File: config.mk
export PLATFORM = sky130hd
export DESIGN_NAME = thd_alarm_timer_event_log
export DESIGN_NICKNAME = d
export VERILOG_FILES = /design/src/include/thd_alarm_pkg.sv /design/src/logic/thd_alarm_timer_event_log.sv /design/src/logic/thd_record_mem.sv
export VERILOG_INCLUDE_DIRS = /design/src /design/src/include
export SDC_FILE = /design/constraint.sdc
export NUM_CORES = 2
export LEC_CHECK = 0
export CAP_MARGIN = 20
export CORE_ASPECT_RATIO = 2
export CORE_MARGIN = 1
export CORE_UTILIZATION = 28
export CTS_BUF_LIST = sky130_fd_sc_hd__clkbuf_8 sky130_fd_sc_hd__clkbuf_16
export CTS_CLUSTER_DIAMETER = 100
export DETAILED_ROUTE_END_ITERATION = 7
export DONT_BUFFER_PORTS = 1
export SYNTH_ARGS = -nofsm -noshare
export SYNTH_HDL_FRONTEND = slang
export SYNTH_SLANG_ARGS = --single-unit
File: constraint.sdc
create_clock -name i_clock -period 18.87 [get_ports i_clock]
set_input_delay 3.774 -clock i_clock [delete_from_list [all_inputs] [get_ports i_clock]]
set_output_delay 3.774 -clock i_clock [all_outputs]
set_load 0.02 [all_outputs]
File: src/include/thd_alarm_map.svh
// register map, field positions, reset values and timing figures
`ifndef THD_ALARM_MAP_SVH
`define THD_ALARM_MAP_SVH
`define THD_OFS_CTRL      8'h00
`define THD_OFS_PICK_PH   8'h04
`define THD_OFS_DLY_PH    8'h10
`define THD_OFS_EVT_MASK  8'h1c
`define THD_OFS_STATUS    8'h20
`define THD_OFS_CNT_START 8'h24
`define THD_OFS_CNT_ALARM 8'h28
`define THD_OFS_CNT_BLOCK 8'h2c
`define THD_OFS_REC_SEL   8'h30
`define THD_OFS_REC_TS_LO 8'h34
`define THD_OFS_REC_TS_HI 8'h38
`define THD_OFS_REC_THD_A 8'h3c
`define THD_OFS_REC_THD_B 8'h40
`define THD_WORD          8'h04
`define THD_CTRL_MODE     0
`define THD_CTRL_EN_LSB   1
`define THD_CTRL_CLR      4
`define THD_EN_RST        3'h7
`define THD_PICK_RST      14'h03e8
`define THD_DLY_RST       19'h007d0
`define THD_MASK_RST      14'h3fff
`define THD_RST_PCT       10'h061
`define THD_FULL_PCT      10'h064
`define THD_STEP_NS       5000000
`define THD_CLK_NS        4
`define THD_REC_DEPTH     12
`endif

File: src/include/thd_alarm_pkg.sv
// types shared by the harmonic alarm block
package thd_alarm_pkg;
  typedef enum logic [1:0] {ST_NORMAL, ST_START, ST_ALARM, ST_BLOCKED} chan_state_e;
  typedef logic [13:0] pick_t;
  typedef logic [18:0] dly_t;
  typedef logic [15:0] cnt_t;
endpackage : thd_alarm_pkg

File: src/logic/thd_alarm_timer_event_log.sv
// harmonic distortion alarm timing, event stream and record log
//
// Functional notes
// - the phase alarm fires after a definite delay, 0 to 1800 s in 5 ms steps, default 10 s.
// - the first residual input has its own delay with the same range, step and default.
// - the second residual input has its own delay with the same range, step and default.
// - every change of start and alarm for each channel, and of the common blocked, raises an event.
// - a mask bit per event decides whether it enters the main event buffer.
// - each event is emitted with a time stamp taken in the cycle it is granted from the pending set.
// - cumulative counters count start, alarm and blocked occurrences and clear on command.
// - only the latest twelve records are kept, the oldest one being overwritten.
// - a record is captured only for rising start, alarm and blocked conditions.
// - a record holds time in ms, event identity and the distortion of each phase.
// - a record also holds the active setting group.
// - start, alarm and blocked are plain outputs for contacts and user logic.
// - pick-up asserts above the setting and releases below 97 percent of it, or when its channel is disabled.
// - pick-up while blocking is active gives blocked instead of start and stops timing.
// - one common setting selects amplitude or power ratio for all channels.
`timescale 1ns/1ps
`default_nettype none
`include "thd_alarm_map.svh"
module thd_alarm_timer_event_log #(
  parameter int TICK_CYCLES = `THD_STEP_NS / `THD_CLK_NS,
  parameter int REC_DEPTH   = `THD_REC_DEPTH,
  parameter int THD_W       = 16
) (
  input  wire logic               i_clock,      // 250 MHz core clock
  input  wire logic               i_nrst,       // sync reset, active low
  input  wire logic               i_psel,       // apb select
  input  wire logic               i_penable,    // apb enable
  input  wire logic               i_pwrite,     // apb direction
  input  wire logic [7:0]         i_paddr,      // apb byte address
  input  wire logic [31:0]        i_pwdata,     // apb write data
  output logic      [31:0]        o_prdata,     // apb read data
  output logic                    o_pready,     // apb ready
  output logic                    o_pslverr,    // apb error, unmapped
  input  wire logic [5*THD_W-1:0] i_thd_amp,    // amplitude ratio L1,L2,L3,R1,R2
  input  wire logic [5*THD_W-1:0] i_thd_pow,    // power ratio L1,L2,L3,R1,R2
  input  wire logic               i_block,      // blocking input
  input  wire logic [2:0]         i_set_group,  // active setting group
  input  wire logic [47:0]        i_timestamp,  // time in ms
  output logic      [2:0]         o_start,      // start per channel
  output logic      [2:0]         o_alarm,      // alarm per channel
  output logic                    o_blocked,    // blocked, any channel
  output logic                    o_evt_valid,  // event pulse
  output logic      [3:0]         o_evt_code,   // event identity
  output logic      [47:0]        o_evt_time    // event time stamp
);
  localparam int RW = 48 + 3 + 4 + 3 * THD_W;
  localparam int FULL_PCT = `THD_FULL_PCT;
  localparam int RST_PCT  = `THD_RST_PCT;

  thd_alarm_pkg::chan_state_e st_reg [3];
  thd_alarm_pkg::chan_state_e st_next [3];
  thd_alarm_pkg::pick_t pick_reg [3];
  thd_alarm_pkg::dly_t  dly_reg [3];
  thd_alarm_pkg::dly_t  tmr_reg [3];
  thd_alarm_pkg::cnt_t  cnt_st_reg, cnt_al_reg, cnt_bl_reg;
  logic [3:0]   ctrl_reg;
  logic [13:0]  mask_reg, pend_reg, pend_next, edges, grant;
  logic [3:0]   sel_reg, gcode, ptr_reg, fill_reg, rcode;
  logic [6:0]   prev_reg, cond, rise, fall, rpend_reg, rpend_next, rgrant;
  logic [2:0]   pu_reg, rel, over, blk_ch;
  logic [20:0]  div_reg;
  logic [THD_W-1:0] thd_sel [5];
  logic [THD_W-1:0] chan_thd [3];
  logic [RW-1:0]    rec_rdata;
  logic [31:0]      rdata_next;
  logic             hit;

  // apb decode, zero wait states
  wire setup    = i_psel & ~i_penable;
  wire wr_en    = i_psel & i_penable & i_pwrite;
  wire wr_ctrl  = wr_en & (i_paddr == `THD_OFS_CTRL);
  wire wr_mask  = wr_en & (i_paddr == `THD_OFS_EVT_MASK);
  wire wr_sel   = wr_en & (i_paddr == `THD_OFS_REC_SEL);
  wire cnt_clr  = wr_ctrl & i_pwdata[`THD_CTRL_CLR];
  wire mode_pow = ctrl_reg[`THD_CTRL_MODE];
  wire [2:0] en = ctrl_reg[`THD_CTRL_EN_LSB +: 3];
  wire tick     = (div_reg == 21'(TICK_CYCLES - 1));
  wire rec_we   = |rpend_reg;
  wire [3:0] raddr = wr_sel ? i_pwdata[3:0] : sel_reg;
  assign o_pready = 1'b1;

  // control, mask and record select registers
  always_ff @(posedge i_clock) begin
    if (!i_nrst) begin
      ctrl_reg <= {`THD_EN_RST, 1'b0};
      mask_reg <= `THD_MASK_RST;
      sel_reg  <= 4'h0;
    end else begin
      if (wr_ctrl) ctrl_reg <= i_pwdata[3:0];
      if (wr_mask) mask_reg <= i_pwdata[13:0];
      if (wr_sel)  sel_reg  <= i_pwdata[3:0];
    end
  end

  // program-cycle tick, one per delay step
  always_ff @(posedge i_clock) begin
    if (!i_nrst) div_reg <= 21'h0;
    else div_reg <= tick ? 21'h0 : div_reg + 21'h1;
  end

  genvar k;
  for (k = 0; k < 5; k++) begin : g_sel
    assign thd_sel[k] = mode_pow ? i_thd_pow[k*THD_W +: THD_W] : i_thd_amp[k*THD_W +: THD_W];
  end

  // phase group follows the worst phase
  wire [THD_W-1:0] m01 = (thd_sel[0] > thd_sel[1]) ? thd_sel[0] : thd_sel[1];
  assign chan_thd[0] = (m01 > thd_sel[2]) ? m01 : thd_sel[2];
  assign chan_thd[1] = thd_sel[3];
  assign chan_thd[2] = thd_sel[4];

  genvar c;
  for (c = 0; c < 3; c++) begin : g_ch
    wire [23:0] lhs = 24'(chan_thd[c]) * 24'(FULL_PCT);
    wire [23:0] rhs = 24'(pick_reg[c]) * 24'(RST_PCT);
    wire wr_pick = wr_en & (i_paddr == `THD_OFS_PICK_PH + 8'(c) * `THD_WORD);
    wire wr_dly  = wr_en & (i_paddr == `THD_OFS_DLY_PH + 8'(c) * `THD_WORD);
    wire due = (dly_reg[c] == 19'h0) | (tmr_reg[c] > dly_reg[c]);
    assign over[c] = chan_thd[c] > THD_W'(pick_reg[c]);
    assign rel[c] = lhs < rhs;

    // per-channel settings
    always_ff @(posedge i_clock) begin
      if (!i_nrst) begin
        pick_reg[c] <= `THD_PICK_RST;
        dly_reg[c]  <= `THD_DLY_RST;
      end else begin
        if (wr_pick) pick_reg[c] <= i_pwdata[13:0];
        if (wr_dly)  dly_reg[c]  <= i_pwdata[18:0];
      end
    end

    always_ff @(posedge i_clock) begin
      if (!i_nrst || !en[c]) pu_reg[c] <= 1'b0;
      else if (over[c]) pu_reg[c] <= 1'b1;
      else if (rel[c]) pu_reg[c] <= 1'b0;
    end

    always_comb begin
      st_next[c] = st_reg[c];
      unique case (st_reg[c])
        thd_alarm_pkg::ST_NORMAL:
          if (pu_reg[c]) st_next[c] = i_block ? thd_alarm_pkg::ST_BLOCKED : thd_alarm_pkg::ST_START;
        thd_alarm_pkg::ST_START:
          if (!pu_reg[c]) st_next[c] = thd_alarm_pkg::ST_NORMAL;
          else if (i_block) st_next[c] = thd_alarm_pkg::ST_BLOCKED;
          else if (due) st_next[c] = thd_alarm_pkg::ST_ALARM;
        thd_alarm_pkg::ST_ALARM, thd_alarm_pkg::ST_BLOCKED:
          if (!pu_reg[c]) st_next[c] = thd_alarm_pkg::ST_NORMAL;
      endcase
    end

    always_ff @(posedge i_clock) begin
      if (!i_nrst) begin
        st_reg[c]  <= thd_alarm_pkg::ST_NORMAL;
        tmr_reg[c] <= 19'h0;
        o_start[c] <= 1'b0;
        o_alarm[c] <= 1'b0;
        blk_ch[c]  <= 1'b0;
      end else begin
        st_reg[c]  <= st_next[c];
        o_start[c] <= (st_next[c] == thd_alarm_pkg::ST_START) | (st_next[c] == thd_alarm_pkg::ST_ALARM);
        o_alarm[c] <= st_next[c] == thd_alarm_pkg::ST_ALARM;
        blk_ch[c]  <= st_next[c] == thd_alarm_pkg::ST_BLOCKED;
        if (st_reg[c] != thd_alarm_pkg::ST_START) tmr_reg[c] <= 19'h0;
        else if (tick && !due) tmr_reg[c] <= tmr_reg[c] + 19'h1;
      end
    end
  end

  // condition edges, on code even and off code odd
  assign o_blocked = |blk_ch;
  assign cond = {o_blocked, o_alarm, o_start};
  assign rise = cond & ~prev_reg;
  assign fall = ~cond & prev_reg;
  for (k = 0; k < 7; k++) begin : g_edge
    assign edges[2*k]   = rise[k];
    assign edges[2*k+1] = fall[k];
  end

  // masked pending events, a new edge wins over the grant
  assign grant     = pend_reg & (~pend_reg + 14'h1);
  assign pend_next = (pend_reg & ~grant) | (edges & mask_reg);
  assign rgrant     = rpend_reg & (~rpend_reg + 7'h1);
  assign rpend_next = (rpend_reg & ~rgrant) | rise;

  // encode granted event and record
  always_comb begin
    gcode = 4'h0;
    rcode = 4'h0;
    for (int i = 0; i < 14; i++) begin
      if (grant[i]) gcode = 4'(i);
    end
    for (int i = 0; i < 7; i++) begin
      if (rgrant[i]) rcode = 4'(2 * i);
    end
  end

  always_ff @(posedge i_clock) begin
    if (!i_nrst) begin
      prev_reg    <= 7'h0;
      pend_reg    <= 14'h0;
      rpend_reg   <= 7'h0;
      o_evt_valid <= 1'b0;
      o_evt_code  <= 4'h0;
      o_evt_time  <= 48'h0;
    end else begin
      prev_reg    <= cond;
      pend_reg    <= pend_next;
      rpend_reg   <= rpend_next;
      o_evt_valid <= |pend_reg;
      o_evt_code  <= gcode;
      o_evt_time  <= i_timestamp;
    end
  end

  // cumulative counters, an occurrence wins over clear
  wire [15:0] inc_st = 16'($countones(rise[2:0]));
  wire [15:0] inc_al = 16'($countones(rise[5:3]));
  always_ff @(posedge i_clock) begin
    if (!i_nrst) begin
      cnt_st_reg <= 16'h0;
      cnt_al_reg <= 16'h0;
      cnt_bl_reg <= 16'h0;
    end else begin
      cnt_st_reg <= (cnt_clr ? 16'h0 : cnt_st_reg) + inc_st;
      cnt_al_reg <= (cnt_clr ? 16'h0 : cnt_al_reg) + inc_al;
      cnt_bl_reg <= (cnt_clr ? 16'h0 : cnt_bl_reg) + 16'(rise[6]);
    end
  end

  // ring pointer over the record slots
  always_ff @(posedge i_clock) begin
    if (!i_nrst) begin
      ptr_reg  <= 4'h0;
      fill_reg <= 4'h0;
    end else if (rec_we) begin
      ptr_reg <= (ptr_reg == 4'(REC_DEPTH - 1)) ? 4'h0 : ptr_reg + 4'h1;
      if (fill_reg != 4'(REC_DEPTH)) fill_reg <= fill_reg + 4'h1;
    end
  end

  thd_record_mem #(.WIDTH(RW), .DEPTH(REC_DEPTH), .AW(4)) u_rec (
    .i_clock (i_clock),
    .i_we    (rec_we),
    .i_waddr (ptr_reg),
    .i_wdata ({i_timestamp, i_set_group, rcode, thd_sel[2], thd_sel[1], thd_sel[0]}),
    .i_raddr (raddr),
    .o_rdata (rec_rdata)
  );

  // register read selection
  always_comb begin
    hit = 1'b1;
    rdata_next = 32'h0;
    unique case (i_paddr)
      `THD_OFS_CTRL:      rdata_next = {28'h0, ctrl_reg};
      `THD_OFS_PICK_PH:   rdata_next = {18'h0, pick_reg[0]};
      `THD_OFS_PICK_PH + `THD_WORD: rdata_next = {18'h0, pick_reg[1]};
      `THD_OFS_PICK_PH + 8'h08:     rdata_next = {18'h0, pick_reg[2]};
      `THD_OFS_DLY_PH:    rdata_next = {13'h0, dly_reg[0]};
      `THD_OFS_DLY_PH + `THD_WORD:  rdata_next = {13'h0, dly_reg[1]};
      `THD_OFS_DLY_PH + 8'h08:      rdata_next = {13'h0, dly_reg[2]};
      `THD_OFS_EVT_MASK:  rdata_next = {18'h0, mask_reg};
      `THD_OFS_STATUS:    rdata_next = {16'h0, fill_reg, ptr_reg, 1'b0, cond};
      `THD_OFS_CNT_START: rdata_next = {16'h0, cnt_st_reg};
      `THD_OFS_CNT_ALARM: rdata_next = {16'h0, cnt_al_reg};
      `THD_OFS_CNT_BLOCK: rdata_next = {16'h0, cnt_bl_reg};
      `THD_OFS_REC_SEL:   rdata_next = {28'h0, sel_reg};
      `THD_OFS_REC_TS_LO: rdata_next = rec_rdata[RW-1-16 -: 32];
      `THD_OFS_REC_TS_HI: rdata_next = {5'h0, rec_rdata[RW-49 -: 7], rec_rdata[RW-1 -: 16], 4'h0};
      `THD_OFS_REC_THD_A: rdata_next = {rec_rdata[2*THD_W-1 -: 16], rec_rdata[THD_W-1 -: 16]};
      `THD_OFS_REC_THD_B: rdata_next = {16'h0, rec_rdata[3*THD_W-1 -: 16]};
      default:            hit = 1'b0;
    endcase
  end

  // read data and error latched in the setup cycle
  always_ff @(posedge i_clock) begin
    if (!i_nrst) begin
      o_prdata  <= 32'h0;
      o_pslverr <= 1'b0;
    end else if (setup) begin
      o_prdata  <= i_pwrite ? 32'h0 : rdata_next;
      o_pslverr <= ~hit;
    end
  end
endmodule : thd_alarm_timer_event_log
`default_nettype wire

File: src/logic/thd_record_mem.sv
// small record store with registered read data
`timescale 1ns/1ps
`default_nettype none
module thd_record_mem #(
  parameter int WIDTH = 8,
  parameter int DEPTH = 12,
  parameter int AW    = 4
) (
  input  wire logic             i_clock,  // core clock
  input  wire logic             i_we,     // write strobe
  input  wire logic [AW-1:0]    i_waddr,  // write slot
  input  wire logic [WIDTH-1:0] i_wdata,  // write word
  input  wire logic [AW-1:0]    i_raddr,  // read slot
  output logic      [WIDTH-1:0] o_rdata   // registered read word
);
  logic [WIDTH-1:0] mem [DEPTH];

  // write port
  always_ff @(posedge i_clock) begin
    if (i_we) begin
      mem[i_waddr] <= i_wdata;
    end
  end

  // read port, registered
  always_ff @(posedge i_clock) begin
    o_rdata <= mem[i_raddr];
  end
endmodule : thd_record_mem
`default_nettype wire

==> flow_metrics.py <==
metrics = {
    "outcome": {
        "status": "finished, final reports clean",
    },
    "worst_setup_path": {
        "critPathBufInv": 1,
        "critPathSlowestCell": "o31ai_4",
        "r2r_cells": 37,
        "arrival_ns": 13.01,
        "r2r_start": "ctrl_reg[0]",
        "crit_type": "in2reg",
        "critical_path_required_ns": 19.58,
        "worstSetupEndpointType": "register",
        "reg2reg_slack_ns": 7.97,
        "start_kind": "input port",
        "timing.rr.end": "pu_reg[0]",
        "cpMostUsedCell": "ha_1",
        "worstSetupStartpoint": "i_thd_pow[9]",
        "max_stage_delay_ns": 0.69,
        "crit_cells": 36,
        "worstPathMaxFanout": 30,
        "cp_top_family": "compound AO/OA/AOI/OAI gates",
        "critPathCapture": "pu_reg[0]",
    },
    "logic_synthesis": {
        "syn_nets": 7497,
        "synthArstFlopShare_pct": 0,
        "seq_area_frac_synth_pct": 59.7,
        "ys_seq_elements": 1713,
        "yosysTopAreaCellShare_pct": 51.4,
        "synth.distinct_cells": 77,
        "synth_area_per_cell_um2": 12.1,
        "ys.flop_type": "edfxtp_1",
        "synthCells": 6633,
        "synth_largest_area_cell": "edfxtp_1",
        "synth_enable_flop_cells": 1380,
        "syn-cell-area_um2": 80600,
        "synth_warnings": 0,
        "synthTopCellsByArea": "edfxtp_1, ha_1, dfxtp_1",
    },
    "power_and_ir_drop": {
        "internal-power_mw": 7.00,
        "power_frac_seq_pct": 47.3,
        "p_leak_nw": 33.7,
        "p_per_area_nw_per_um2": 109,
        "ir_drop_mv": 0.104,
        "power_frac_clock_pct": 33.3,
        "comb_power_share_pct": 19.4,
        "switchingPower_mw": 2.83,
        "p_sw_share_pct": 28.8,
    },
    "cells_and_area": {
        "multi_input_area_um2": 29700,
        "mostFrequentLayoutCells": "edfxtp_1, nand2_1, ha_1",
        "largest_reg_flops": 1224,
        "fillers": 28272,
        "synthToLayoutAreaGrowth_pct": 12.0,
        "top_register": "u_rec.mem",
        "final_common_cell": "edfxtp_1",
        "reg_top3": "u_rec.mem x1224, u_rec.o_rdata x102",
        "nets": 7453,
        "layout.area.seq_um2": 48100,
        "layoutNonFillerInstCount": 10523,
        "final_cell_area_um2": 90300,
        "drive_gt1_share_pct": 7.82,
    },
    "placed_design": {
        "dp.cells": 10195,
        "gp_congestion": 0.949,
        "dp_hpwl_mm": 160,
        "dpl-instance-area_um2": 84900,
        "port_buffers": 0,
    },
    "drt": {
        "wl_mm": 243,
        "wire_per_inst_um": 23.1,
        "vias": 53082,
        "drtIter0Drc": 4420,
        "viasPerCell": 5.04,
        "ant_nets": 0,
        "dr.pass1.iters": 5,
        "drc_errors": 0,
    },
    "clocking": {
        "cts-root-buf": "clkbuf_16",
        "numClockSinks": 1713,
        "cts_tree": "done",
        "clk_pin_slew_worst_paths_ns": 0.07,
        "numCtsBuffers": 167,
        "ctsHtreeMaxLevel": 4,
        "cts_setup_buffers": 0,
        "cts_resized": 0,
        "cts_hold_buffers": 0,
        "clk_latency_ns": 0.86,
        "cts_buffer_depth": 4,
    },
    "sta": {
        "final-hold-violation-count": 0,
        "period_minus_slack_ns": 12.30,
        "timing.hold.ws_ns": 0.463,
        "finalSetupTns_ns": 0,
        "fmax_ghz": 0.0813,
        "worst-slew-pin-transition_ns": 1.17,
        "min_period_over_period_pct": 65.2,
        "finClkSkew_ns": 0.0834,
        "finalSetupViolations": 0,
        "relSlewSlack_pct": 21.8,
        "maxSlewViolCount": 0,
        "rsz0062_at_grt": "false",
    },
    "global_routing": {
        "grt_overflow_total": 0,
        "grt_pass1_vias": 52523,
        "grt_use_total_pct": 16.2,
        "grt_max_degree": 161,
        "antenna_found_initial": 31,
        "grt_pass1_wl_mm": 349,
    },
    "floorplan": {
        "die_h_um": 761,
        "start_util_pct": 28.1,
        "die_area_um2": 290000,
        "core_um2": 286000,
        "die_w_um": 381,
        "pin_count": 351,
        "fp-row-count": 278,
    },
    "run": {
        "maxCapViolations": 0,
    },
    "min_path": {
        "min-delay-path-class": "reg2reg",
    },
}
-- layer usage --
| metal | wire [µm] | part of all wire, % | vias up | global-route usage (%) |
|---|---|---|---|---|
| li1 | - | - | 24020 | - |
| met1 | 94700 | 39 | 26570 | 19.2 |
| met2 | 119000 | 49 | 2030 | 28.0 |
| met3 | 16000 | 6.6 | 462 | 2.66 |
| met4 | 13300 | 5.5 | 0 | 8.48 |
| met5 | 0 | 0 | - | 0 |
-- worst min path at each step --
stage                startpoint            to  slack (ns)  cells after the start
floorplan           prev_reg[0]  rpend_reg[0]        0.42                      1
finish               div_reg[0]    div_reg[0]        0.46                      1
global route         div_reg[0]    div_reg[0]        0.48                      1
CTS                  div_reg[0]    div_reg[0]        0.46                      1
global placement     div_reg[0]    div_reg[0]        0.44                      1
detailed placement   div_reg[0]    div_reg[0]        0.45                      1
-- power by group through the flow --
stage	registers (mW)	clock network, mW	logic, mW
after CTS	4.64	3.34	1.92
after global placement	4.72	0	1.89
after floorplan	4.60	0	1.37
after global routing	4.66	3.46	2.16
after detailed placement	4.72	0	1.91
final	4.65	3.27	1.91
-- stage by stage --
stage | setup slack [ns] | power [mW] | util [%]
floorplan | 6.88 | 5.98 | -
global placement | 5.12 | 6.61 | 29.6
detailed placement | 5.33 | 6.63 | 29.6
CTS | 6.19 | 9.91 | 31.5
global route | 5.84 | 10.3 | 31.5
finish | 6.57 | 9.83 | 31.5
-- cell usage after synthesis, drive strengths merged, types with 57 or more instances --
| cell | instances |
|---|---|
| edfxtp | 1380 |
| nand2 | 976 |
| ha | 553 |
| inv | 437 |
| nor2 | 416 |
| dfxtp | 333 |
| nand3 | 299 |
| a21oi | 283 |
| clkbuf | 187 |
| and2 | 151 |
| and3 | 147 |
| a31oi | 128 |
| buf | 111 |
| xor2 | 106 |
| a311oi | 103 |
| mux4 | 102 |
| o21ai | 91 |
| xnor2 | 89 |
| a22oi | 66 |
| nand4 | 61 |
| a21o | 57 |
| mux2i | 57 |
-- worst reg2reg max path, delay by kind of cell (launching register included) --
| family | cells | cell delay, ns |
|---|---|---|
| AO/OA/AOI/OAI | 20 | 4.55 |
| XOR/XNOR | 2 | 0.32 |
| adder cells (fa/ha/maj) | 7 | 2.24 |
| buffers and inverters | 2 | 1.05 |
| flip-flops | 1 | 0.71 |
| multiplexers | 2 | 1.09 |
| AND/OR/NAND/NOR | 4 | 0.85 |
-- cell families (layout without fill, tap and decap cells) --
family	Yosys count	in the layout	synth area share, %
other cells	1	28	0.00465
compound gates	909	909	7.48
flops	1713	1713	59.7
fa+ha+maj	608	608	9.94
simple gates	2263	2263	12.8
mux	209	209	4.27
xor+xnor	195	195	2.12
buf+inv	735	818	3.64
-- final cells by class --
class                      count  area share [%]
tap                         3780            5.24
antenna                       27          0.0748
clock inverter               111           0.916
timing repair buffer          85           0.813
sequential                  1713            53.3
inverter                     437            1.82
clock buffer                 185            4.93
multi-input combinational   4185            32.9
Note: power is estimated with default switching activity, not from simulation.
